<file path="src/rtl/ebc_consts.svh">
// Constants for the external bus control block.
// Assumes inclusion by bare name from the rtl folder.
`ifndef EBC_CONSTS_SVH
`define EBC_CONSTS_SVH

// ----------------------------------------------------------------
// Timing
// ----------------------------------------------------------------
`define EBC_CLK_NS      100
`define EBC_PHASE_NS    200
`define EBC_PHASE_CYC   (`EBC_PHASE_NS / `EBC_CLK_NS)

// ----------------------------------------------------------------
// Widths and field positions
// ----------------------------------------------------------------
`define EBC_ADDR_W      24
`define EBC_DATA_W      16
`define EBC_BYTE_W      8
`define EBC_SYNC_W      19
`define EBC_ODD_BIT     0

// ----------------------------------------------------------------
// Reset values of the pin-facing controls
// ----------------------------------------------------------------
`define EBC_STROBE_RST  1'b1
`define EBC_RW_RST      1'b1
`define EBC_BHE_RST     1'b1
`define EBC_GRANT_RST   1'b1
`define EBC_BYTE_ZERO   8'h00

`endif

</file>
<file path="src/rtl/ebc_pkg.sv">
// Types shared by the external bus control block.
// Assumes the constants header sits beside it.
`include "ebc_consts.svh"

package ebc_pkg;

  // ----------------------------------------------------------------
  // Bus sequencer states
  // ----------------------------------------------------------------
  typedef enum logic [2:0]
  {
    EBC_IDLE,
    EBC_ADDR,
    EBC_DATA,
    EBC_DONE,
    EBC_FLOAT,
    EBC_HOLD
  } ebc_state_t;

  // ----------------------------------------------------------------
  // Whole state of the controller
  // ----------------------------------------------------------------
  typedef struct packed
  {
    ebc_state_t                 st;
    logic [1:0]                 div;
    logic                       clk_out;
    logic                       wr;
    logic                       wide;
    logic [`EBC_ADDR_W-1:0]     addr;
    logic [`EBC_DATA_W-1:0]     wdata;
    logic [`EBC_DATA_W-1:0]     rdata;
    logic [`EBC_BYTE_W-1:0]     mid_o;
    logic [`EBC_BYTE_W-1:0]     high_o;
    logic                       mid_oe;
    logic                       high_oe;
    logic                       ale;
    logic                       strobe_n;
    logic                       rw;
    logic                       bhe_n;
    logic                       grant_n;
    logic                       done;
  } ebc_regs_t;

endpackage

</file>
<file path="src/rtl/ebc_bus_ctrl.sv">
// External multiplexed bus controller with hold and wait handling.
// Assumes a 10 MHz clk, synchronous active-low rstn, and a core that
// holds cpu_req with stable fields until cpu_done pulses.
//
// Overview of operation
// - Byte-high enable low for odd addresses.
// - Address latch strobe marks address phase only.
// - Float the shared pins, then drive grant low.
// - Stay held while bus request is low.
// - Wait input low stretches the data phase.
// - System clock driven out on a pin.
// - Access strobe low during reads and writes.
// - Read/write high for read, low write.
// - Shared pins carry address, then data; in narrow mode the mid pins keep the address.
`timescale 1ns/1ps
`include "ebc_consts.svh"

module ebc_bus_ctrl
(
  input  wire logic                   clk,
  input  wire logic                   rstn,
  input  wire logic                   cpu_req,
  input  wire logic                   cpu_wr,
  input  wire logic [`EBC_ADDR_W-1:0] cpu_addr,
  input  wire logic [`EBC_DATA_W-1:0] cpu_wdata,
  output logic      [`EBC_DATA_W-1:0] cpu_rdata,
  output logic                        cpu_done,
  input  wire logic                   bus_width_sel,
  input  wire logic                   hold_req_n,
  input  wire logic                   ready_n,
  output logic      [`EBC_BYTE_W-1:0] addr_low_out,
  input  wire logic [`EBC_BYTE_W-1:0] ad_mid_in,
  output logic      [`EBC_BYTE_W-1:0] ad_mid_out,
  output logic                        ad_mid_oe,
  input  wire logic [`EBC_BYTE_W-1:0] ad_high_in,
  output logic      [`EBC_BYTE_W-1:0] ad_high_out,
  output logic                        ad_high_oe,
  output logic                        addr_latch_out,
  output logic                        access_strobe_n,
  output logic                        rw_out,
  output logic                        byte_high_enable_n,
  output logic                        bus_grant_out_n,
  output logic                        sys_clk_out
);

  // ----------------------------------------------------------------
  // Pin synchronisers
  // ----------------------------------------------------------------
  logic [`EBC_SYNC_W-1:0] sync_q;
  logic                   byte_s;
  logic                   hold_s;
  logic                   ready_s;
  logic [`EBC_BYTE_W-1:0] mid_s;
  logic [`EBC_BYTE_W-1:0] high_s;
  logic                   ph_en;

  ebc_sync #(.WIDTH(`EBC_SYNC_W)) u_sync
  (
    .clk  (clk),
    .rstn (rstn),
    .din  ({bus_width_sel, hold_req_n, ready_n, ad_mid_in, ad_high_in}),
    .dout (sync_q)
  );

  // Synchronised levels; the data pins lag two cycles, so read data
  // is taken one phase after the data phase ends.
  assign {byte_s, hold_s, ready_s, mid_s, high_s} = sync_q;

  // ----------------------------------------------------------------
  // State and next state
  // ----------------------------------------------------------------
  ebc_pkg::ebc_regs_t r_reg;
  ebc_pkg::ebc_regs_t r_next;

  // One bus phase is one period of the output clock.
  assign ph_en = (r_reg.div == 2'(`EBC_PHASE_CYC - 1));

  // Sequencer: address phase, data phase, turnaround, or hold.
  always_comb
  begin
    r_next      = r_reg;
    r_next.done = 1'b0;
    r_next.div     = ph_en ? 2'h0 : 2'(r_reg.div + 2'h1);
    r_next.clk_out = (r_next.div == 2'h0);
    case (r_reg.st)
      ebc_pkg::EBC_IDLE:
      begin
        if (ph_en && !hold_s)
        begin
          r_next.st      = ebc_pkg::EBC_FLOAT;
          r_next.mid_oe  = 1'b0;
          r_next.high_oe = 1'b0;
        end
        else if (ph_en && cpu_req)
        begin
          r_next.st      = ebc_pkg::EBC_ADDR;
          r_next.wr      = cpu_wr;
          r_next.addr    = cpu_addr;
          r_next.wdata   = cpu_wdata;
          r_next.wide    = !byte_s;
          r_next.ale     = 1'b1;
          r_next.mid_o   = cpu_addr[15:8];
          r_next.high_o  = cpu_addr[23:16];
          r_next.mid_oe  = 1'b1;
          r_next.high_oe = 1'b1;
          r_next.rw      = !cpu_wr;
          r_next.bhe_n   = !cpu_addr[`EBC_ODD_BIT];
        end
      end
      ebc_pkg::EBC_ADDR:
      begin
        if (ph_en)
        begin
          r_next.st       = ebc_pkg::EBC_DATA;
          r_next.ale      = 1'b0;
          r_next.strobe_n = 1'b0;
          if (r_reg.wr)
          begin
            r_next.high_o = r_reg.wdata[7:0];
            if (r_reg.wide)
            begin
              r_next.mid_o = r_reg.wdata[15:8];
            end
          end
          else
          begin
            r_next.high_oe = 1'b0;
            r_next.mid_oe  = !r_reg.wide;
          end
        end
      end
      ebc_pkg::EBC_DATA:
      begin
        if (ph_en && ready_s)
        begin
          r_next.st       = ebc_pkg::EBC_DONE;
          r_next.strobe_n = 1'b1;
        end
      end
      ebc_pkg::EBC_DONE:
      begin
        // Turnaround phase keeps a write's data from meeting a
        // device that starts driving on the next read. The synchronised
        // pins now show the last strobe-low cycle, so reads land here.
        if (ph_en)
        begin
          r_next.st      = ebc_pkg::EBC_IDLE;
          r_next.done    = 1'b1;
          r_next.mid_oe  = 1'b0;
          r_next.high_oe = 1'b0;
          r_next.rw      = `EBC_RW_RST;
          r_next.bhe_n   = `EBC_BHE_RST;
          if (!r_reg.wr)
          begin
            r_next.rdata = r_reg.wide ? {mid_s, high_s}
                                      : {`EBC_BYTE_ZERO, high_s};
          end
        end
      end
      ebc_pkg::EBC_FLOAT:
      begin
        if (ph_en)
        begin
          r_next.st      = ebc_pkg::EBC_HOLD;
          r_next.grant_n = 1'b0;
        end
      end
      ebc_pkg::EBC_HOLD:
      begin
        if (ph_en && hold_s)
        begin
          r_next.st      = ebc_pkg::EBC_IDLE;
          r_next.grant_n = `EBC_GRANT_RST;
        end
      end
      default:
      begin
        r_next.st = ebc_pkg::EBC_IDLE;
      end
    endcase
  end

  // Register the whole state; reset puts every strobe inactive.
  always_ff @(posedge clk)
  begin
    if (!rstn)
    begin
      r_reg          <= '0;
      r_reg.strobe_n <= `EBC_STROBE_RST;
      r_reg.rw       <= `EBC_RW_RST;
      r_reg.bhe_n    <= `EBC_BHE_RST;
      r_reg.grant_n  <= `EBC_GRANT_RST;
    end
    else
    begin
      r_reg <= r_next;
    end
  end

  // Outputs straight from the state flip-flops.
  assign cpu_rdata          = r_reg.rdata;
  assign cpu_done           = r_reg.done;
  assign addr_low_out       = r_reg.addr[7:0];
  assign ad_mid_out         = r_reg.mid_o;
  assign ad_mid_oe          = r_reg.mid_oe;
  assign ad_high_out        = r_reg.high_o;
  assign ad_high_oe         = r_reg.high_oe;
  assign addr_latch_out     = r_reg.ale;
  assign access_strobe_n    = r_reg.strobe_n;
  assign rw_out             = r_reg.rw;
  assign byte_high_enable_n = r_reg.bhe_n;
  assign bus_grant_out_n    = r_reg.grant_n;
  assign sys_clk_out        = r_reg.clk_out;
endmodule

</file>
<file path="src/rtl/ebc_sync.sv">
// Two-stage synchroniser for pin inputs.
// Assumes every bit is an independent level from outside the clock.
`timescale 1ns/1ps
`include "ebc_consts.svh"

module ebc_sync
#(
  parameter int WIDTH = `EBC_SYNC_W
)
(
  input  wire logic             clk,
  input  wire logic             rstn,
  input  wire logic [WIDTH-1:0] din,
  output logic      [WIDTH-1:0] dout
);

  logic [WIDTH-1:0] meta_reg;

  // The first stage feeds only the second; nothing else looks at it.
  // Both stages keep sampling during reset, so they hold the real pin
  // levels when it ends; a constant here would fake a hold request.
  always_ff @(posedge clk)
  begin
    if (!rstn)
    begin
      meta_reg <= din;
      dout     <= meta_reg;
    end
    else
    begin
      meta_reg <= din;
      dout     <= meta_reg;
    end
  end

endmodule

</file>
<file path="config.mk">
export PLATFORM = sky130hd
export DESIGN_NAME = ebc_bus_ctrl
export DESIGN_NICKNAME = d
export VERILOG_FILES = /design/src/rtl/ebc_pkg.sv /design/src/rtl/ebc_bus_ctrl.sv /design/src/rtl/ebc_sync.sv
export VERILOG_INCLUDE_DIRS = /design/src /design/src/rtl
export SDC_FILE = /design/constraint.sdc
export NUM_CORES = 1
export LEC_CHECK = 0
export BUFFER_PORTS_ARGS = -buffer_cell sky130_fd_sc_hd__buf_4
export CAP_MARGIN = 30
export CORE_UTILIZATION = 45
export CTS_CLUSTER_DIAMETER = 40
export DETAILED_ROUTE_END_ITERATION = 10
export HOLD_SLACK_MARGIN = 0.1
export PLACE_DENSITY = 0.81
export SLEW_MARGIN = 20
export SYNTH_ARGS = -nofsm -noshare
export SYNTH_HDL_FRONTEND = slang
export SYNTH_SLANG_ARGS = --single-unit
</file>
<file path="constraint.sdc">
create_clock -name clk -period 2.7 [get_ports clk]
set_clock_uncertainty 0.2 [all_clocks]
set_input_delay 0.135 -clock clk [delete_from_list [all_inputs] [get_ports clk]]
set_output_delay 0.135 -clock clk [all_outputs]
set_load 0.1 [all_outputs]
</file>
==> flow_summary.toml, run 1 <==
[timing]
setup_slack_ns = 0.272
timing.setup.tns_ns = 0
maxSlewHeadroom = 0.659
hold_viol_final = 0
slew_viol_final = 0
hold_ws_ns = 0.127
rsz0062_at_grt = "false"
fmax_mhz = 412
final-setup-viol-count = 0
worst_pin_slew_ns = 0.512
fin_crit_sh = 0.899
final.min_clock_period_ns = 2.43

[floorplan]
die_area_um2 = 9170
die-height_um = 95.8
start_util = 0.472
num_rows = 33
fp.dieW_um = 95.8
ioPinCount = 112
core_um2 = 8380

[final_layout]
area_growth_pct = 35.5
design_area_um2 = 5360
layout-drive-gt1-share = 0.264
largest_reg_flops = 23
multi_input_area_um2 = 1320
regArea_um2 = 2200
final_nets = 609
fin_util = 0.640
n_antenna_cell = 0
nFillCells = 668
fin_cells = 655

[drt]
wl_per_cell_um = 14.2
drt_iter0_drc = 262
ant_nets = 0
via_per_inst = 4.93
drt_pass1_iterations = 4
vias = 3229
wirelength_um = 9310
drc = 0

[clock_tree]
ctsRootBufferMaster = "clkbuf_8"
h-tree-depth = 3
cts.clk_slew.worst_paths_ns = 0.10
cts_tree = "yes"
clock_latency_ns = 0.36
clock_sinks = 110
clock_path_buffers = 2
cts_buffers = 9

[synthesis]
ys_ff_latch = 110
synthArstFlopShare = 0
yosysUniqueCellTypes = 36
syn_area_um2 = 3960
synth.net_count = 481
yosysWarnings = 0
syn_area_per_cell_um2 = 9.47
syn_inst = 418
yosysSeqAreaShare = 0.556
synth_edf_count = 0
synthFlopType = "dfxtp_1"

[critical_path]
worstPathCellList = "or2_1, nor4_4, buf_4, nand2_1, o21ai_0, nand2_1, dlygate4sd3_1"
critical_path_buf_inv_count = 2
cpPeakStageDelay_ns = 0.54
critPathArrivalTime_ns = 2.48
cp_max_fo = 14
r2r_start = "r_reg[86]"
critPathCaptureType = "register"
crit_type = "register to register"
worstReg2RegEnd = "byte_high_enable_n"
critPathMostFrequentCell = "nand2_1"
cp-start-kind = "register"
crit_family = "simple AND/OR/NAND/NOR gates"
rr_worst_depth = 7
crit_slowest_cell = "dlygate4sd3_1"
rrSetupSlack_ns = 0.27
cp_data_required_time_ns = 2.75

[placement]
io_buffer_count = 111
placed_area_um2 = 4550
gp_congestion = 0.938
dpl_worst_slack_ns = 0.338
place_inst = 576
dp_hpwl_um = 5850

[min_path]
hold_class = "register to register"
hold_path_end = "u_sync.dout[13]"
min_from = "u_sync.meta_reg[13]"
hold_depth = 0

[power]
total_power_mw = 3.33
power.density_nw_per_um2 = 621
ir_worst_vdd_uv = 386
switchingPower_mw = 1.02
power.share.clock = 0.271
combPwrFrac = 0.202
switching_share = 0.308
power.leakage_nw = 2.15
power_frac_seq = 0.527
intPower_mw = 2.31

[global_route]
grt_pass1_wl_um = 14200
track_usage = 0.204
grt_max_degree = 29
overflow = 0
grt_pass1_vias = 3121
antenna_found_initial = 0

[status]
status = "complete, no violations"

[flow_run]
drv_cap = 0
-- worst register-to-register path: stages, from the launching register on --
cell and delay (ns):
dfxtp_1 0.45, or2_1 0.35, nor4_4 0.24, buf_4 0.24, nand2_1 0.14, o21ai_0 0.11
nand2_1 0.06, dlygate4sd3_1 0.54
-- worst max path at each step --
stage	cells past startpoint	start	to	slack, ns
after global routing	7	r_reg[86]	byte_high_enable_n	0.12
after global placement	5	r_reg[86]	ad_mid_out[1]	0.48
after floorplan	8	r_reg[84]	ad_mid_out[5]	0.76
final	7	r_reg[86]	byte_high_enable_n	0.27
after detailed placement	5	r_reg[86]	ad_high_out[3]	0.34
after CTS	7	r_reg[86]	byte_high_enable_n	0.27
-- cell type report --
class	instances	share of cell area
clock buffer	9	0.0231
clock inverter	6	0.00956
inverter	5	0.00350
multi-input combinational	239	0.246
sequential	110	0.411
tap	105	0.0245
timing repair buffer	181	0.283
-- routing by layer --
layer | up-vias | track usage | part of all wire
li1 | 1607 | - | -
met1 | 1485 | 0.222 | 0.40
met2 | 124 | 0.384 | 0.52
met3 | 13 | 0.0482 | 0.066
met4 | 0 | 0.0697 | 0.016
met5 | - | 0 | 0
-- Yosys cell counts, types with 2 or more instances --
master      n  area (um2)
buf_6       4        45.0
buf_2       4        20.0
nor3b_1     3        22.5
dfxtp_1   110        2200
a211oi_2    4        50.1
a211oi_1   14         105
nor3_1      4        20.0
a21oi_1    49         245
nor2_2      2        12.5
buf_4      42         315
o21ai_0    11        55.1
nand3_1    12        60.1
or3_1       2        12.5
and2_1      2        12.5
nand2b_1    3        18.8
mux2i_1    18         180
nor2_1     21        78.8
inv_1       5        18.8
clkbuf_1   13        48.8
nand2_1    79         297
-- power groups by stage --
stage,Combinational [mW],Clock (mW),Sequential [mW]
floorplan,0.427,0,1.82
global placement,0.583,0,1.79
detailed placement,0.593,0,1.79
CTS,0.669,0.920,1.75
global route,0.715,0.998,1.76
finish,0.674,0.902,1.75
-- cell families (layout without fill, tap and decap cells) --
kind of cell / count (synthesis) / after routing / share of synthesized area
simple gates: 136 / 136 / 0.153
flops: 110 / 110 / 0.556
compound gates: 84 / 84 / 0.129
buf+inv: 69 / 201 / 0.114
mux: 18 / 18 / 0.0455
xor+xnor: 1 / 1 / 0.00221
-- cells in the final DEF (no fill, tap or decap), types with 2 or more instances in the layout --
cell type	n
buf_4	117
dfxtp_1	110
nand2_1	79
dlygate4sd3_1	64
a21oi_1	49
nor2_1	21
mux2i_1	18
a211oi_1	14
nand3_1	12
o21ai_0	11
clkbuf_8	9
inv_1	4
nor3_1	4
a211oi_2	4
inv_6	4
nand2b_1	3
nor3b_1	2
or3_1	2
nor2_2	2
and2_1	2
-- repair_timing --
item / in CTS / in global routing
resized for setup: 0 / 0
setup buffers: 0 / 0
hold buffers: 64 / 0
hold endpoints to repair: 77 / 0
Power figures use the tool's default switching activity.
==> run 2: changes to the inputs <==
- clock period: 2.7 -> 2.3 ns (I/O delays scaled with it)
==> run 2 against run 1 <==
  * Via count rose by 0.90%
  * First-iteration DRC count is 55% lower
  * Clock power rose by 22%
  * Maximum frequency rose by 12%
  * Sequential power rose by 17%
  * Sequential share of layout area is 0.43 points lower
  * Register-to-register slack lost 0.14 ns
  * Wire length up 1.7%
  * Highest routed layer unchanged
==> flow_summary.toml, run 2 (synthesis results as in run 1) <==
[drt]
drt_iter0_drc = 117
via_per_inst = 4.93
wl_met2_um = 4970
drc = 0
vias = 3258
ant_nets = 0
wl_per_cell_um = 14.3
top_layer = "met4"
wirelength_um = 9460
drt-met1-wl_um = 3820
wl_met3_um = 526
drt_pass1_iterations = 4

[flow_run]
drv_cap = 0

[final_layout]
layout-drive-gt1-share = 0.275
largest_reg_flops = 23
final_nets = 614
fin_cells = 661
design_area_um2 = 5420
layout_common_cells = "buf_4, dfxtp_1, nand2_1"
fin_util = 0.647
layout_commonest_cell = "buf_4"
n_antenna_cell = 0
area_growth_pct = 37.0

[critical_path]
cpPeakStageDelay_ns = 0.56
critPathCaptureType = "register"
critPathArrivalTime_ns = 2.23
crit_type = "register to register"
cp_data_required_time_ns = 2.37
cp_max_fo = 7
cp-start-kind = "register"
crit_family = "buffers and inverters"
critical_path_buf_inv_count = 1
cp_num_cells = 6
rr_worst_depth = 6
rrSetupSlack_ns = 0.14
worstPathCellList = "nor2b_2, nand2b_1, a21oi_2, mux2i_1, dlygate4sd3_1, nand2_1"
crit_slowest_cell = "dlygate4sd3_1"

[status]
status = "complete, no violations"

[clock_tree]
cts.clk_slew.worst_paths_ns = 0.10
postCtsSetupRepairBufs = 0
cts_buffers = 9
ctsRootBufferMaster = "clkbuf_8"
clock_latency_ns = 0.37
clock_path_buffers = 2
h-tree-depth = 3
cts_tree = "yes"
clock_sinks = 110

[power]
power.leakage_nw = 2.18
total_power_mw = 3.97
ir_worst_vdd_uv = 578
power.density_nw_per_um2 = 733

[global_route]
grt_max_degree = 26
antenna_found_initial = 0
grt_pass1_vias = 3249
track_usage = 0.210
overflow = 0
grt_pass1_wl_um = 14500

[placement]
gp_congestion = 0.938
io_buffer_count = 111
place_inst = 582
dpl_worst_slack_ns = 0.223
placed_area_um2 = 4590
dp_hpwl_um = 5800

[timing]
final.min_clock_period_ns = 2.16
rsz0062_at_grt = "false"
fmax_mhz = 462
setup_slack_ns = 0.137
worst_pin_slew_ns = 0.540
maxSlewHeadroom = 0.640
hold_viol_final = 0
slew_viol_final = 0
hold_ws_ns = 0.136
final-setup-viol-count = 0
timing.setup.tns_ns = 0
fin_crit_sh = 0.941

[floorplan]
start_util = 0.472
die-height_um = 95.8
die_area_um2 = 9170
num_rows = 33
ioPinCount = 112
core_um2 = 8380
fp.dieW_um = 95.8

[min_path]
hold_depth = 0
hold_class = "register to register"
==> run 2: cell count changes in the layout (fill, tap and decap cells not counted) <==
cell and delta:
buf_4 +6, a21oi_1 -1, a21oi_2 +1, clkbuf_1 +1
clkinv_8 +1, clkinvlp_4 -1, dlygate4sd3_1 -1, inv_6 -1
inv_8 +1, nor2b_1 -1, nor2b_2 +1
==> run 2: cell type report <==
class | instances | area [um2]
clock buffer | 10 | 128
clock inverter | 6 | 62.6
fill | 625 | 2960
timing repair buffer | 186 | 1550
tap | 105 | 131
inverter | 5 | 18.8
sequential | 110 | 2200
multi-input combinational | 239 | 1320
==> run 2: final timing paths <==
path,from,to
worst max-delay path,r_reg[83],rw_out
worst min-delay path,u_sync.meta_reg[12],u_sync.dout[12]
worst max register to register,r_reg[83],rw_out
worst min register to register,u_sync.meta_reg[12],u_sync.dout[12]
==> run 2: power breakdown <==
part | internal (mW) | total (mW) | leakage, nW | switching, mW
clock network | 0.425 | 1.10 | 0.0965 | 0.680
logic | 0.322 | 0.832 | 1.18 | 0.511
registers | 1.99 | 2.04 | 0.904 | 0.0431
total | 2.74 | 3.97 | 2.18 | 1.23
==> run 2: worst register-to-register path: stages (launching register included) <==
cell,delay [ns]
dfxtp_1,0.37
nor2b_2,0.24
nand2b_1,0.22
a21oi_2,0.22
mux2i_1,0.19
dlygate4sd3_1,0.56
nand2_1,0.05
==> run 2: per-layer routing <==
metal,vias up,track usage
met5,-,0
met4,0,0.0771
met3,13,0.0513
met2,115,0.404
met1,1512,0.217
li1,1618,-
==> run 2: timing repair <==
action                                  in CTS  in global routing
resized for setup                            0                  2
hold buffers                                63                  0
endpoints found under the setup margin       0                  1
hold endpoints to repair                    70                  0
==> run 3: changes to the inputs <==
- CTS_CLUSTER_DIAMETER: 40 -> unset
- SETUP_SLACK_MARGIN: unset -> 0.5
==> run 3 against run 2 <==
  * Utilization is 3.2 points higher
  * Maximum frequency is 11% higher
  * Non-clock buffer count is 13 higher
  * Design area is 4.9% higher
  * Die area stayed put
  * Via count is 1.2% higher
  * Sequential power hardly changed
  * Clock power hardly changed
==> flow_summary.toml, run 3 (synthesis results as in run 1) <==
[global_route]
antenna_found_initial = 0
grt_pass1_vias = 3240
grt_pass1_wl_um = 14200
overflow = 0
track_usage = 0.205
grt_max_degree = 28

[final_layout]
layout_common_cells = "buf_4, dfxtp_1, nand2_1"
layout_commonest_cell = "buf_4"
largest_reg_flops = 23
final_nets = 628
area_growth_pct = 43.7
layout-drive-gt1-share = 0.332
n_antenna_cell = 0

[floorplan]
fp.dieW_um = 95.8
core_um2 = 8380
die-height_um = 95.8
ioPinCount = 112
start_util = 0.472
num_rows = 33
die_area_um2 = 9170

[flow_run]
drv_cap = 0

[timing]
timing.setup.tns_ns = 0
hold_ws_ns = 0.135
final.min_clock_period_ns = 1.96
rsz0062_at_grt = "true"
worst_pin_slew_ns = 0.528
final-setup-viol-count = 0
slew_viol_final = 0
hold_viol_final = 0
fmax_mhz = 511
fin_crit_sh = 0.851
maxSlewHeadroom = 0.648

[clock_tree]
ctsRootBufferMaster = "clkbuf_8"
clock_sinks = 110
clock_latency_ns = 0.36
cts.clk_slew.worst_paths_ns = 0.11
cts_tree = "yes"
cts_buffers = 9
clock_path_buffers = 2
h-tree-depth = 3

[critical_path]
worstPathCellList = "or2_4, or4_4, buf_4, buf_8, nand2_1, a21oi_1"
cpPeakStageDelay_ns = 0.60
cp-start-kind = "register"
cp_max_fo = 14
critPathCaptureType = "register"
crit_type = "register to register"
crit_slowest_cell = "or4_4"
critPathArrivalTime_ns = 1.99
cp_data_required_time_ns = 2.34

[drt]
wl_per_cell_um = 13.8
drt_pass1_iterations = 4
drt_iter0_drc = 151
wirelength_um = 9320
wl_met3_um = 451
drc = 0
top_layer = "met4"
via_per_inst = 4.89
vias = 3298
drt-met1-wl_um = 3830
wl_met2_um = 4860
ant_nets = 0

[min_path]
hold_class = "register to register"

[power]
total_power_mw = 4.06
power.density_nw_per_um2 = 714
ir_worst_vdd_uv = 435
power.leakage_nw = 2.30

[placement]
gp_congestion = 0.906
io_buffer_count = 111
dp_hpwl_um = 5780

[status]
status = "complete, no violations"
[run 3: cell types whose count changed in the layout (fill, tap and decap cells not counted), sizes merged]
cell	delta
o21ai	+1
clkinv	+1
dlygate4sd3	-1
buf	+14
inv	-1
[run 3: layer usage]
metal | track usage | vias up
li1 | - | 1653
met1 | 0.223 | 1527
met2 | 0.386 | 100
met3 | 0.0403 | 18
met4 | 0.0833 | 0
met5 | 0 | -
[run 3: worst paths after layout]
| check | start | end | slack, ns | depth (start not counted) |
|---|---|---|---|---|
| min | u_sync.meta_reg[7] | u_sync.dout[7] | 0.14 | 0 |
| min reg2reg | u_sync.meta_reg[7] | u_sync.dout[7] | 0.14 | 0 |
| max | r_reg[87] | r_reg[41] | 0.34 | 6 |
| max reg2reg | r_reg[87] | r_reg[41] | 0.34 | 6 |
[run 3: worst max-delay path: cells and delay by family, from the launching register on]
| family | cells | cell delay (ns) |
|---|---|---|
| compound gates | 1 | 0.06 |
| flops | 1 | 0.33 |
| buf+inv | 2 | 0.32 |
| simple gates | 3 | 0.91 |
[run 3: repair_timing]
| item | in CTS | in global routing |
|---|---|---|
| setup buffers | 8 | 7 |
| setup endpoints to repair | 46 | 61 |
| pin swaps | 11 | 3 |
| gates cloned | 1 | 1 |
| endpoints found under the hold margin | 72 | 0 |
| gates resized for setup | 10 | 12 |
| hold buffers | 62 | 0 |
[run 3: cell type report]
| type | instances | area, um2 |
|---|---|---|
| fillers | 633 | 2700 |
| inverters | 5 | 18.8 |
| flip-flops and latches | 110 | 2210 |
| clock buffers | 10 | 138 |
| multi-input cells | 240 | 1450 |
| well taps | 105 | 131 |
| clock inverters | 6 | 62.6 |
| repair buffers | 199 | 1670 |
[run 3: through the flow]
stage          setup slack (ns)  instance area (um2)   util  cells
6_report                  0.343                 5690  0.678    675
5_1_grt                   0.273                 5690  0.678    675
4_1_cts                   0.359                 5590  0.667    667
3_5_place_dp              0.183                 4640  0.554    580
3_3_place_gp              0.278                 4640  0.554    580
2_1_floorplan             0.380                 4030      -    418
[run 3: where the power goes]
part	internal (mW)	leakage, nW	switching, mW
clock	0.453	0.102	0.679
combinational	0.356	1.29	0.532
sequential	1.99	0.906	0.0472
total	2.80	2.30	1.26
